--- config.mk ---
export PLATFORM = sky130hd
export DESIGN_NAME = uda_arbiter
export DESIGN_NICKNAME = d
export VERILOG_FILES = /design/src/hw/uda_pkg.sv /design/src/hw/uda_arbiter.sv /design/src/hw/uda_pick.sv
export VERILOG_INCLUDE_DIRS = /design/src /design/src/hw
export SDC_FILE = /design/constraint.sdc
export NUM_CORES = 1
export LEC_CHECK = 0
export ABC_AREA = 1
export CORE_UTILIZATION = 30
export CTS_BUF_LIST = sky130_fd_sc_hd__clkbuf_4 sky130_fd_sc_hd__clkbuf_8 sky130_fd_sc_hd__clkbuf_16
export DETAILED_ROUTE_END_ITERATION = 6
export DONT_BUFFER_PORTS = 1
export GPL_TIMING_DRIVEN = 0
export HOLD_SLACK_MARGIN = 0.05
export SLEW_MARGIN = 20
export SYNTH_ARGS = -nofsm -noshare
export SYNTH_HDL_FRONTEND = slang
export SYNTH_SLANG_ARGS = --single-unit
--- constraint.sdc ---
create_clock -name mclk -period 2.05 [get_ports mclk]
set_input_delay 0.205 -clock mclk [delete_from_list [all_inputs] [get_ports mclk]]
set_output_delay 0.205 -clock mclk [all_outputs]
set_load 0.01 [all_outputs]
--- src/hw/uda_map.svh ---
// Register map, field positions, reset values and channel indices of the DMA bus arbiter
`ifndef UDA_MAP_SVH
`define UDA_MAP_SVH

// ----------------------------------------------------------------
// Register offsets (byte addresses)
// ----------------------------------------------------------------
`define UDA_ADR_W         8
`define UDA_SETTING_OFS   8'h00
`define UDA_STATUS_OFS    8'h04

// ----------------------------------------------------------------
// Setting register fields
// ----------------------------------------------------------------
`define UDA_EN_BIT        31
`define UDA_MODE_BIT      28
`define UDA_PRI_W1_LSB    12
`define UDA_PRI_W0_LSB    8
`define UDA_PRI_R1_LSB    4
`define UDA_PRI_R0_LSB    0
`define UDA_SETTING_RST   32'h0000_0000

// ----------------------------------------------------------------
// Status register fields
// ----------------------------------------------------------------
`define UDA_ST_GNT_LSB    0
`define UDA_ST_LAST_LSB   4
`define UDA_ST_DIST_BIT   8
`define UDA_ST_BUSY_BIT   9
`define UDA_ST_REFUSE_BIT 10

// ----------------------------------------------------------------
// Channel indices
// ----------------------------------------------------------------
`define UDA_CH_W0         2'd0
`define UDA_CH_W1         2'd1
`define UDA_CH_R0         2'd2
`define UDA_CH_R1         2'd3

`endif

--- src/hw/uda_pkg.sv ---
// Types shared by the DMA bus arbiter files
package uda_pkg;

	// Programmed arbiter setting
	typedef struct packed {
		logic       en;
		logic       fixed_mode;
		logic [1:0] write_ch1_priority;
		logic [1:0] write_ch0_priority;
		logic [1:0] read_ch1_priority;
		logic [1:0] read_ch0_priority;
	} uda_setting_t;

	// Wishbone request from the master
	typedef struct packed {
		logic        cyc;
		logic        stb;
		logic        we;
		logic [7:0]  adr;
		logic [3:0]  sel;
		logic [31:0] dat;
	} uda_wb_req_t;

	// Wishbone answer from this slave
	typedef struct packed {
		logic        ack;
		logic [31:0] dat;
	} uda_wb_rsp_t;

	// One DMA channel asking for the system bus
	typedef struct packed {
		logic req;
		logic done;
	} uda_chan_req_t;

	// Arbiter states
	typedef enum logic [0:0] {
		UDA_IDLE,
		UDA_OWNED
	} uda_state_t;

endpackage

--- src/hw/uda_arbiter.sv ---
// DMA bus arbiter with its Wishbone setting and status registers
//
// The implementer's own choices: the Wishbone register port and the register addresses.
`timescale 1ns/1ps
`include "uda_map.svh"
module uda_arbiter #(
	parameter int N_CH = 4,
	parameter int PW   = 2
) (
	input  wire logic                  mclk,      // Bus clock, 100 MHz
	input  wire logic                  reset,     // Asynchronous reset, active high
	input  wire logic                  ce,        // Clock enable, freezes state when low
	input  wire uda_pkg::uda_wb_req_t  wb_req,    // Wishbone request
	output uda_pkg::uda_wb_rsp_t       wb_rsp,    // Wishbone answer
	input  wire uda_pkg::uda_chan_req_t write_dma_channel_zero, // Write DMA request
	input  wire uda_pkg::uda_chan_req_t read_dma_channel_zero,  // Read DMA request
	output logic                       write_ch0_grant, // Bus granted to write DMA
	output logic                       read_ch0_grant,  // Bus granted to read DMA
	output logic                       bus_enabled      // Arbiter enable bit
);

	// ----------------------------------------------------------------
	// Declarations
	// ----------------------------------------------------------------
	uda_pkg::uda_setting_t set_q;
	uda_pkg::uda_setting_t set_d;
	uda_pkg::uda_state_t   state_q;
	logic [N_CH-1:0]       gnt_q;
	logic [1:0]            last_q;
	logic [1:0]            owner_q;
	logic                  refused_q;
	logic                  refused_d;
	logic                  ack_q;
	logic [31:0]           rdat_q;
	logic                  access;
	logic                  wr_en;
	logic [31:0]           cur_word;
	logic [31:0]           wr_word;
	logic [31:0]           status_word;
	logic [N_CH-1:0]       req_vec;
	logic [N_CH-1:0]       done_vec;
	logic [N_CH*PW-1:0]    pri_vec;
	logic                  pick_valid;
	logic [1:0]            pick_win;
	logic                  cur_distinct;
	logic                  owner_done;

	// ----------------------------------------------------------------
	// Helpers
	// ----------------------------------------------------------------

	// True when no two priority fields match
	function automatic logic all_distinct(input uda_pkg::uda_setting_t s);
		logic ok;
		ok = (s.write_ch1_priority != s.write_ch0_priority) &&
		     (s.write_ch1_priority != s.read_ch1_priority) &&
		     (s.write_ch1_priority != s.read_ch0_priority) &&
		     (s.write_ch0_priority != s.read_ch1_priority) &&
		     (s.write_ch0_priority != s.read_ch0_priority) &&
		     (s.read_ch1_priority  != s.read_ch0_priority);
		return ok;
	endfunction

	// Setting fields packed into the bus word, reserved bits zero
	function automatic logic [31:0] to_word(input uda_pkg::uda_setting_t s);
		logic [31:0] w;
		w = 32'h0000_0000;
		w[`UDA_EN_BIT]                 = s.en;
		w[`UDA_MODE_BIT]               = s.fixed_mode;
		w[`UDA_PRI_W1_LSB +: 2]        = s.write_ch1_priority;
		w[`UDA_PRI_W0_LSB +: 2]        = s.write_ch0_priority;
		w[`UDA_PRI_R1_LSB +: 2]        = s.read_ch1_priority;
		w[`UDA_PRI_R0_LSB +: 2]        = s.read_ch0_priority;
		return w;
	endfunction

	// ----------------------------------------------------------------
	// Bus decode
	// ----------------------------------------------------------------

	// A request is taken on the edge where ack is still low and ack
	// rises from that edge, so the master sees it one cycle later.
	// Gating with ack_q keeps a held strobe from being taken twice.
	// One wait state: the request is taken when ack is not yet up
	assign access   = wb_req.cyc && wb_req.stb && !ack_q;
	assign wr_en    = access && wb_req.we && (wb_req.adr == `UDA_SETTING_OFS);
	assign cur_word = to_word(set_q);

	// Byte lanes merge the write data into the current word
	always_comb begin
		for (int b = 0; b < 4; b++) begin
			wr_word[b*8 +: 8] = wb_req.sel[b] ? wb_req.dat[b*8 +: 8] : cur_word[b*8 +: 8];
		end
	end

	// ----------------------------------------------------------------
	// Setting register next value
	// ----------------------------------------------------------------

	// Mode and priorities only move while the arbiter is off, so a live
	// grant never sees its ranking change under it. While enabled a write
	// can only clear or keep the enable bit.
	// Fields lock while enabled; enable only rises on distinct priorities
	always_comb begin
		set_d     = set_q;
		refused_d = refused_q;
		if (wr_en) begin
			if (!set_q.en) begin
				set_d.fixed_mode         = wr_word[`UDA_MODE_BIT];
				set_d.write_ch1_priority = wr_word[`UDA_PRI_W1_LSB +: 2];
				set_d.write_ch0_priority = wr_word[`UDA_PRI_W0_LSB +: 2];
				set_d.read_ch1_priority  = wr_word[`UDA_PRI_R1_LSB +: 2];
				set_d.read_ch0_priority  = wr_word[`UDA_PRI_R0_LSB +: 2];
				// The check sees the fields as written in this same access
				set_d.en  = wr_word[`UDA_EN_BIT] && all_distinct(set_d);
				refused_d = wr_word[`UDA_EN_BIT] && !all_distinct(set_d);
			end else begin
				set_d.en  = wr_word[`UDA_EN_BIT];
				refused_d = 1'b0;
			end
		end
	end

	// Reset word split into its fields, so the reset branch assigns
	// constants of the exact field widths and drops no bits silently
	localparam logic [31:0] SET_RST_WORD = `UDA_SETTING_RST;
	localparam uda_pkg::uda_setting_t SET_RST = '{
		en:                 SET_RST_WORD[`UDA_EN_BIT],
		fixed_mode:         SET_RST_WORD[`UDA_MODE_BIT],
		write_ch1_priority: SET_RST_WORD[`UDA_PRI_W1_LSB +: 2],
		write_ch0_priority: SET_RST_WORD[`UDA_PRI_W0_LSB +: 2],
		read_ch1_priority:  SET_RST_WORD[`UDA_PRI_R1_LSB +: 2],
		read_ch0_priority:  SET_RST_WORD[`UDA_PRI_R0_LSB +: 2]
	};

	// Setting register
	always_ff @(posedge mclk or posedge reset) begin
		if (reset) begin
			set_q <= SET_RST;
		end else if (ce) begin
			set_q <= set_d;
		end
	end

	// Software that polls enable after a refused write can tell a refusal
	// from a slow bus by this flag; it has one source, so no set/clear race.
	// Sticky note of the last refused enable, cleared by a good write
	always_ff @(posedge mclk or posedge reset) begin
		if (reset) begin
			refused_q <= 1'b0;
		end else if (ce) begin
			refused_q <= refused_d;
		end
	end

	// ----------------------------------------------------------------
	// Bus answer
	// ----------------------------------------------------------------

	assign cur_distinct = all_distinct(set_q);

	// Bits 3-0 one-hot grant in channel index order, 5-4 last owner,
	// 8 priorities distinct, 9 bus owned, 10 last enable refused.
	// The distinct bit lets software check a setting before enabling.
	// All other bits read as zero.
	// Status word shows grant, last owner and check result
	always_comb begin
		status_word                                   = 32'h0000_0000;
		status_word[`UDA_ST_GNT_LSB +: 4]             = gnt_q;
		status_word[`UDA_ST_LAST_LSB +: 2]            = last_q;
		status_word[`UDA_ST_DIST_BIT]                 = cur_distinct;
		status_word[`UDA_ST_BUSY_BIT]                 = (state_q == uda_pkg::UDA_OWNED);
		status_word[`UDA_ST_REFUSE_BIT]               = refused_q;
	end

	// Registered ack costs a cycle per access but keeps the bus answer
	// free of any combinational path from the request.
	// Ack drops the cycle after it rises, so back-to-back needs a gap
	always_ff @(posedge mclk or posedge reset) begin
		if (reset) begin
			ack_q <= 1'b0;
		end else if (ce) begin
			ack_q <= access;
		end
	end

	// Read data captured with the ack; unmapped reads give zero
	always_ff @(posedge mclk or posedge reset) begin
		if (reset) begin
			rdat_q <= 32'h0000_0000;
		end else if (ce) begin
			if (access && !wb_req.we) begin
				unique case (wb_req.adr)
					`UDA_SETTING_OFS: rdat_q <= cur_word;
					`UDA_STATUS_OFS:  rdat_q <= status_word;
					default:          rdat_q <= 32'h0000_0000;
				endcase
			end else if (access) begin
				rdat_q <= 32'h0000_0000;
			end
		end
	end

	assign wb_rsp.ack = ack_q;
	assign wb_rsp.dat = rdat_q;

	// ----------------------------------------------------------------
	// Requests and winner selection
	// ----------------------------------------------------------------

	// Channel 1 slots stay in the vectors so that the pick logic and
	// the status word keep one index order for all four channels.
	// Channel 1 of each direction does not exist and never asks
	always_comb begin
		req_vec              = '0;
		done_vec             = '0;
		req_vec[`UDA_CH_W0]  = write_dma_channel_zero.req;
		req_vec[`UDA_CH_R0]  = read_dma_channel_zero.req;
		done_vec[`UDA_CH_W0] = write_dma_channel_zero.done;
		done_vec[`UDA_CH_R0] = read_dma_channel_zero.done;
	end

	// Priority vector in channel index order
	always_comb begin
		pri_vec                       = '0;
		pri_vec[`UDA_CH_W0*PW +: PW]  = set_q.write_ch0_priority;
		pri_vec[`UDA_CH_W1*PW +: PW]  = set_q.write_ch1_priority;
		pri_vec[`UDA_CH_R0*PW +: PW]  = set_q.read_ch0_priority;
		pri_vec[`UDA_CH_R1*PW +: PW]  = set_q.read_ch1_priority;
	end

	// Winner search for both modes
	uda_pick #(
		.N  (N_CH),
		.PW (PW),
		.IW (2)
	) u_pick (
		.req        (req_vec),
		.pri        (pri_vec),
		.fixed_mode (set_q.fixed_mode),
		.last       (last_q),
		.valid      (pick_valid),
		.win        (pick_win)
	);

	// Withdrawal counts as completion so a channel that gives up the bus
	// without a done pulse cannot hold the grant for ever.
	// The owner finishes on done or by withdrawing its request
	assign owner_done = done_vec[owner_q] || !req_vec[owner_q];

	// ----------------------------------------------------------------
	// Grant state machine
	// ----------------------------------------------------------------

	// A winner is picked on an idle edge and holds the grant until it is
	// done or withdraws; the grant then falls on that edge and the next
	// pick waits for the following edge, which leaves one idle cycle.
	// Clearing enable also ends ownership, one edge after the write.
	// One owner at a time; disabling takes the bus away one edge after the write
	always_ff @(posedge mclk or posedge reset) begin
		if (reset) begin
			state_q <= uda_pkg::UDA_IDLE;
			gnt_q   <= '0;
			owner_q <= 2'd0;
		end else if (ce) begin
			unique case (state_q)
				uda_pkg::UDA_IDLE: begin
					if (set_q.en && pick_valid) begin
						state_q <= uda_pkg::UDA_OWNED;
						gnt_q   <= N_CH'(1) << pick_win;
						owner_q <= pick_win;
					end
				end
				uda_pkg::UDA_OWNED: begin
					if (!set_q.en || owner_done) begin
						state_q <= uda_pkg::UDA_IDLE;
						gnt_q   <= '0;
					end
				end
			endcase
		end
	end

	// A grant cut short by clearing enable leaves the pointer alone, so
	// that owner keeps its turn when arbitration is switched back on.
	// Reset points at the last index so write channel 0 comes first.
	// Round-robin pointer moves only when an access completes
	always_ff @(posedge mclk or posedge reset) begin
		if (reset) begin
			last_q <= `UDA_CH_R1;
		end else if (ce) begin
			if (state_q == uda_pkg::UDA_OWNED && owner_done) begin
				last_q <= owner_q;
			end
		end
	end

	// ----------------------------------------------------------------
	// Outputs
	// ----------------------------------------------------------------

	// Grants and enable leave straight from flip-flops, so the far side
	// sees no glitch while the pick logic settles.
	assign write_ch0_grant = gnt_q[`UDA_CH_W0];
	assign read_ch0_grant  = gnt_q[`UDA_CH_R0];
	assign bus_enabled     = set_q.en;

endmodule

--- src/hw/uda_pick.sv ---
// Combinational winner selection for round-robin and fixed-priority modes
`timescale 1ns/1ps
module uda_pick #(
	parameter int N  = 4,
	parameter int PW = 2,
	parameter int IW = 2
) (
	input  wire logic [N-1:0]    req,        // Live requests
	input  wire logic [N*PW-1:0] pri,        // Priority per channel, index order
	input  wire logic            fixed_mode, // 1 selects fixed priority
	input  wire logic [IW-1:0]   last,       // Channel whose access completed last
	output logic                 valid,      // Some channel requests
	output logic [IW-1:0]        win         // Index of the winner
);

	// Scan all channels; ties in fixed mode go to the lower index
	always_comb begin
		logic [IW-1:0] idx;
		logic [PW-1:0] best;
		logic          found;
		idx   = '0;
		best  = '1;
		found = 1'b0;
		win   = '0;
		for (int i = 1; i <= N; i++) begin
			idx = IW'((int'(last) + i) % N);
			if (!fixed_mode && req[idx] && !found) begin
				win   = idx;
				found = 1'b1;
			end
		end
		if (fixed_mode) begin
			for (int i = 0; i < N; i++) begin
				if (req[i] && (!found || pri[i*PW +: PW] < best)) begin
					win   = IW'(i);
					best  = pri[i*PW +: PW];
					found = 1'b1;
				end
			end
		end
		valid = found;
	end

endmodule

==> results of run 1 <==
==> kinds of logic after synthesis <==
group,after synthesis,share of synthesized area [%]
simple gates,174,32.59
buf+inv,61,13.50
compound gates,44,12.04
flops,34,36.98
xor+xnor,11,4.176
fa+ha+maj,1,0.5422
other cells,1,0.1625
==> metal layers <==
layer / vias up / global-route usage, %
li1: 1078 / -
met4: 0 / 4.762
met3: 7 / 3.382
met5: - / 0
met1: 955 / 20.24
met2: 67 / 23.90
==> synthesized netlist by cell type, drive strengths merged <==
cell type,number,share of area [%]
a21o,1,0.33
a21oi,4,1.0
and2,1,0.27
buf,24,7.5
clkbuf,2,0.33
conb,1,0.16
dfrtp,32,35
dfstp,2,2.3
ha,1,0.54
inv,35,5.7
nand2,116,19
nand3,16,3.5
nand3b,1,0.33
nand4,6,2.3
nor2,25,4.4
nor3,6,1.8
nor4,2,0.81
o211ai,4,1.3
o21ai,28,7.1
o21bai,1,0.33
o221ai,2,0.76
o22ai,2,0.54
o31ai,1,0.33
o32ai,1,0.38
or2,1,0.27
xnor2,2,0.76
xor2,9,3.4
==> metrics by stage <==
step | area, sq um | std cells | worst slack (ns) | hold slack [ns] | power [W]
final | 2751 | 462 | -0.08679 | 0.06916 | 0.001735
after global routing | 2751 | 462 | -0.2326 | 0.08098 | 0.001841
after CTS | 2693 | 458 | -0.02968 | 0.06161 | 0.001714
after detailed placement | 2499 | 443 | -0.1848 | 0.2524 | 0.001121
after global placement | 2499 | 443 | -0.1424 | 0.3215 | 0.001110
after floorplan | 2375 | 344 | 0.06556 | 0.3160 | 0.001051
==> area by class of cell <==
| class | instances | share of cell area, % |
|---|---|---|
| Multi-Input combinational cell | 249 | 46.07 |
| Sequential cell | 34 | 31.01 |
| Buffer | 25 | 6.367 |
| Inverter | 35 | 4.866 |
| Tap cell | 99 | 4.502 |
| Timing Repair Buffer | 12 | 3.729 |
| Clock buffer | 7 | 3.274 |
| Clock inverter | 1 | 0.1819 |
==> how the worst max path moves through the flow <==
stage | slack (ns) | start | depth (start not counted) | to
finish | -0.09 | last_q[0]$_DFFE_PP1P_ | 15 | gnt_q[2]$_DFFE_PP0P_
global route | -0.23 | last_q[0]$_DFFE_PP1P_ | 15 | gnt_q[2]$_DFFE_PP0P_
CTS | -0.03 | last_q[0]$_DFFE_PP1P_ | 15 | gnt_q[2]$_DFFE_PP0P_
detailed placement | -0.18 | last_q[1]$_DFFE_PP1P_ | 15 | owner_q[1]$_DFFE_PP0P_
global placement | -0.14 | last_q[1]$_DFFE_PP1P_ | 15 | gnt_q[2]$_DFFE_PP0P_
floorplan | 0.07 | last_q[1]$_DFFE_PP1P_ | 15 | gnt_q[2]$_DFFE_PP0P_
==> power groups by stage <==
stage	Clock, W	Sequential [W]	Combinational, W
5_1_grt	0.000575	0.000800	0.000466
2_1_floorplan	0	0.000764	0.000287
4_1_cts	0.000548	0.000790	0.000376
3_3_place_gp	0	0.000778	0.000332
6_report	0.000529	0.000794	0.000413
3_5_place_dp	0	0.000780	0.000341
==> flip-flops by register name (all words and copies together) (netlist names) <==
register / flops
ack_q: 1
bus_enabled: 1
cur_word: 9
gnt_q: 4
last_q: 2
owner_q: 2
rdat_q: 13
refused_q: 1
state_q: 1
==> repair_timing <==
item / CTS / global route
pin swaps: 3 / 12
gates resized for setup: 11 / 9
buffers inserted: 6 / 4
setup endpoints to repair: 3 / 3
endpoints found under the hold margin: 33 / 0
hold buffers: 2 / 0
==> run summary, run 1 <==
Once detailed placement completed, the half-perimeter wirelength came to 4.430 mm. The post-detailed-route count of antenna-violating nets is 0, and the fill cell instance count of the final layout is 760. The average footprint of a synthesized cell is 7.077 sq um.

The number of global-route vias before repair came out at 1813. The tools report the site row count as 31. For the power dissipated by switching net loads, the log shows 0.0005501 W. The logs give 2.725 mm for the routed length on met2 and 2.718 mm for the met1 wire length.

For this configuration, the core starts out at a cell density of 31.47%. The buffers plus inverters on the worst setup path came out at 1. Root buffer selected by CTS: clkbuf_8.

The logs give 45.7% for the sequential cell fraction of total power and 2.37 ns for the arrival time at the worst endpoint. The run finished, with violations left. The peak per-stage delay on the critical path is 0.57 ns. The portion of total power attributed to combinational logic is 23.8%, and the die span in y is 89.70 um. For the CTS H-tree depth, the log shows 2. Cells fill 37.53% of the core in the end.

In the final layout, the multi-input gates occupy 1267 sq um. The CTS sink count came out at 34. The worst setup path is launched from a flop. For the number of standard cells after synthesis, the log shows 326. The most numerous cell type found on the critical path is nand2_2. The logs give 0 for the number of diodes added for antenna fixing and 0.001389 ns for the worst clock skew.

Across all layers, the routed design uses 2107 vias. At the later pin of the worst-skew pair, clock insertion delay measures 0.29 ns. The synthesized design contains 34 register bits.

By startpoint and endpoint, the worst setup path is classified as flop to flop. Dividing the detail-routed wire length by the instance count gives 12.73 um. Clock-pin slew was measured on the worst setup and hold paths at 0.07 ns. Max-cap check violation count: 0. Dividing total power by cell area gives a power density of 630.5 nW/um^2. The min-delay analysis places its worst path in the category input pin to flop. The signal on the critical path passes through buf_6 > nand2_2 > nand2_2 > nand3_2 > nand3_2 > nor2_2 > nor3_2 > nor3_2 > ha_1 > a21o_1 > nand2_1 > nand2_2 > nand2_2 > nand2_2 > nand2_1.

The global placement routability congestion is 0.8361. The logs give 2.28 ns for the required time of the critical path and 353 um for the met3 routed wirelength. The chip width is 89.70 um, and the worst-margin pin slew is 0.7134 ns. The endpoint identified for the worst register-to-register timing path is gnt_q[2]$_DFFE_PP0P_. The Yosys step of the flow raised 0 warnings. The static leakage is 1.405 nW.

The run gives 3 as the total setup violations reported at the end of the flow. The worst setup path is captured at a flop. The top cell types in the final layout, fill and taps aside, are nand2_1, dfrtp_1, buf_4.

For hold timing, the worst endpoint is cur_word[28]$_DFFE_PP0P_. Compared with the post-synthesis result, the final layout area differs by 19.25%. Post-synthesis instance area: 2307 sq um. The post-detailed-route via-to-cell ratio is 4.561, and the final cycle utilization of the critical path is 104.2%. The run gives 0 as the max-slew violation total from the final report. The tools report the maximum clock frequency as 468.0 MHz. The worst hold path passes through 2 cells. The share of cells above drive strength 1 was 23.97%; the total length of routed wires was 5.880 mm. The number of CTS-inserted buffers is 5.

Among all stages on the critical path, the largest delay is contributed by dfstp_2. The number of ports placed on the die boundary came out at 90. The source of the worst register-to-register timing path was last_q[0]$_DFFE_PP1P_. The first global-routing pass estimated 9.004 mm of wire.

The logs give 129 for the count of routing violations after the opening detailed-route iteration and -0.2366 ns for the final sum of negative setup slack. The clock network burns 30.5% of the power. The floorplan step defined a die boundary enclosing 8045 sq um. Setup repair after global routing could not meet its margin everywhere.

Leaving out fill and tap cells, the most frequent cell in the layout is nand2_1. For this run, the detailed router's first-pass iteration total came to 6. The number of different library cells in the post-synthesis netlist is 37, and the final hold violation count is 0.

The placeable core region was 7331 sq um; the worst relative slew slack was 52.37%. The final reports fail on setup timing. For this run, design rule violations remaining after detail routing come to 0.

The highest layer touched by signal routing is met4. The tools report the number of antenna violations at the first check in global routing as 0. Along the worst path, the maximum fanout reaches 4. Broken down by cell family, the worst path's largest delay share belongs to simple AND/OR/NAND/NOR gates. Entering global routing, the biggest net connects 35 pins. Setup slack on the worst reg-to-reg path comes out at -0.09 ns.

In this run the most critical hold path is launched from wb_req[28]. TritonCTS built the clock tree. For this run, the register share of the synthesized area comes to 36.98%. During placement, the flow inserted port buffers numbering 0.

The internal portion of the total power is 0.001185 W. The all-layer global routing usage came out at 15.01%. At the end of the flow, the number of nets in the layout was 417. Peak ir drop on the vdd network: 0.2414 mV. The clock tree buffer depth is 2, and the worst-case reg-to-reg path depth is 15. The worst path in the final design needs a cycle of 2.137 ns, including I/O delays and setup.

After global routing the overflow that remains totals 0. The run gives -0.08679 ns as the final worst setup slack. Summing all flip-flop and latch instances after layout gives 853.3 sq um. Net switching is 31.71% of the power.
Note: power is estimated with default switching activity, not from simulation.
==> inputs of run 2 (changes only) <==
CORE_UTILIZATION = 50   (was 30)
PLACE_DENSITY = 0.68   (was not set)
==> run summary, run 2 (same netlist as run 1, synthesis figures left out) <==
STA classifies the critical path startpoint as a flop. In this run the core area contains 24 standard-cell rows. In the routed layout, each cell is associated on average with a via count of 5.160. For this design the static power due to leakage is 1.386 nW. Setup violations remaining at the end of the flow were counted as 3. Measured along the x axis, the die boundary spans 69.93 um. The global placement routability congestion was 0.8431; the final critical delay including setup and external delays was 2.126 ns.

Compared with the post-synthesis result, the final layout area differs by 14.53%. The final reports fail on setup timing. The cell type with the highest occurrence count on the critical path was nand2_1.

Global routing consumed, over all layers together, 22.86% of the routing resources. TritonCTS built the clock tree. Number of flip-flops under the largest register name: 13. The flow ran to the end, but the final reports show violations.

After detailed routing, the total wire length is 5.427 mm. The initial core utilization is 52.63%. STA classifies the critical path endpoint as a flop. The critical path starts at last_q[0]$_DFFE_PP1P_. The library cells used most frequently in the layout, excluding fill and tap cells, are nand2_1, dfrtp_1, buf_4. The number of ports placed on the die boundary is 90.

The buffers plus inverters on the worst setup path came out at 1. The number of CTS-inserted buffers was 5; the count of routing violations after the opening detailed-route iteration was 128. For the total number of vias, the log shows 2126. The critical path is of the flop to flop type. The first global-routing pass estimated 8.832 mm of wire.

Number of global-route vias before repair: 1890. The floorplan die area was 4890 sq um; the share of cells above drive strength 1 was 21.39%. The tools report the final net count as 414. Entering global routing, the biggest net connects 35 pins.

The detail route stage leaves a number of antenna-violating nets equal to 0. The repair_antennas step left the layout with diodes totalling 0. Max-slew violation total from the final report: 0. The root buffer cell chosen for the clock tree is clkbuf_8. Standard cell with the maximum stage delay on the critical path: dfstp_2. Setup repair after global routing could not meet its margin everywhere. At the worst endpoint, the required time is 2.28 ns. The final cycle utilization of the critical path works out to 103.7%. The clock transition at the register clock pins on the worst setup and hold paths after CTS is 0.07 ns. Along the worst path, the maximum fanout reaches 5. The library cell used most frequently in the layout, excluding fill and tap cells, is nand2_1. The number of antenna violations at the first check in global routing was 0. The detailed placer's ending HPWL was 3.972 mm. The worst pin sits at a relative slew slack of 52.67%. The total overflow reported by the global router was 0. The tools report the beginning of the worst hold path as ce. No sink is reached through more buffers than the 2 on the longest clock path. The first TritonRoute pass finished after 4 iterations.

Max-cap violations in this run came to 0. For the arrival time at the worst endpoint, the log shows 2.35 ns. The final hold violation count was 0. The signal on the critical path passes through inv_2 > nand2_2 > nand2_1 > nand3_2 > nand3_2 > nor2_4 > nor3_2 > nor3_1 > ha_1 > a21o_1 > nand2_1 > nand2_1 > nand2_1 > nand2_2 > nand2_1.

The worst min-delay path category was input pin to flop. The peak ir drop on the vdd network was 0.2191 mV. The run gives -0.1827 ns as the final sum of negative setup slack.

For the pin with the worst max-slew slack, the measured transition is 0.7089 ns. The floorplan step set the die height to 69.93 um. For this design the ratio of total power to cell area is 628.2 nW/um^2.

Based on the critical path, the design can be clocked at up to 470.3 MHz. In this run the standard cell core region covers 4384 sq um. The run gives 412 as the fill cell instance count of the final layout.

For this run, the slowest stage of the critical path takes 0.59 ns. In the final routed layout, each cell accounts on average for 13.17 um. Number of remaining DRC errors: 0. The clock reaches the later pin of the worst-skew pair after 0.29 ns. Summing internal, switching and leakage power gives 0.001660 W. The count of buffers added on input and output ports is 0. The final worst setup slack was -0.07634 ns. CTS built an H-tree with a depth of 2. Ranked by flip-flop count, first place goes to rdat_q. Clock skew on the completed layout was measured at 0.003219 ns.

For the CTS sink count, the log shows 34. The tools report the source of the worst register-to-register timing path as last_q[0]$_DFFE_PP1P_. Broken down by cell family, the worst path's largest delay share belongs to simple AND/OR/NAND/NOR gates. The worst slack at placement came out at -0.1307 ns.
## run 2: changes by cell type in the layout (fill, tap and decap cells not counted), sizes merged
cell	change
buf	-3
## run 2: metal layers
metal	vias up	track usage [%]	share of wire [%]
li1	1069	-	-
met1	961	29.45	42
met2	84	37.07	48
met3	12	5.483	7.2
met4	0	8.889	2.5
met5	-	0	0
## run 2: power by group
group	leakage [nW]	switching (W)	internal, W
Sequential	0.446	0.0000630	0.000721
Combinational	0.888	0.000220	0.000133
Clock	0.0517	0.000239	0.000284
## run 2: final timing paths
path,end,slack (ns),cells after the start
max in group asynchronous,ack_q$_DFFE_PP0P_,1.11,2
min in group asynchronous,refused_q$_DFFE_PP0P_,0.49,2
max reg2reg,gnt_q[2]$_DFFE_PP0P_,-0.08,15
max,gnt_q[2]$_DFFE_PP0P_,-0.08,15
min,ack_q$_DFFE_PP0P_,0.07,3
min reg2reg,gnt_q[1]$_DFFE_PP0P_,0.50,2
## run 2: layout make-up
cell class / count / area [sq um] / share of cell area, %
buffer: 25 / 175.2 / 6.629
inverter: 35 / 131.4 / 4.972
clock inverter: 1 / 5.005 / 0.1894
sequential: 34 / 853.3 / 32.29
clock buffer: 7 / 90.09 / 3.409
timing repair buffer: 9 / 72.57 / 2.746
multi-input combinational: 249 / 1250 / 47.30
tap: 52 / 65.06 / 2.462
## run 2: tightest hold or removal path, stage by stage
cell     delay [ns]
inv_1          0.03
nand2_1        0.05
nand2_1        0.04
## run 2: what timing repair did
action / CTS / global route
hold endpoints to repair: 33 / 0
setup buffers: 6 / 1
pin swaps: 8 / 7
gates resized for setup: 6 / 5
setup endpoints to repair: 3 / 3
hold buffers: 2 / 0
## run 2: stage by stage
stage	area, sq um	utilization (%)	std cells	hold slack (ns)
after floorplan	2375	-	344	0.3160
after global placement	2440	55.65	396	0.3226
after detailed placement	2440	55.65	396	0.2506
after CTS	2618	59.70	411	0.07010
after global routing	2643	60.27	412	0.07275
final	2643	60.27	412	0.06891
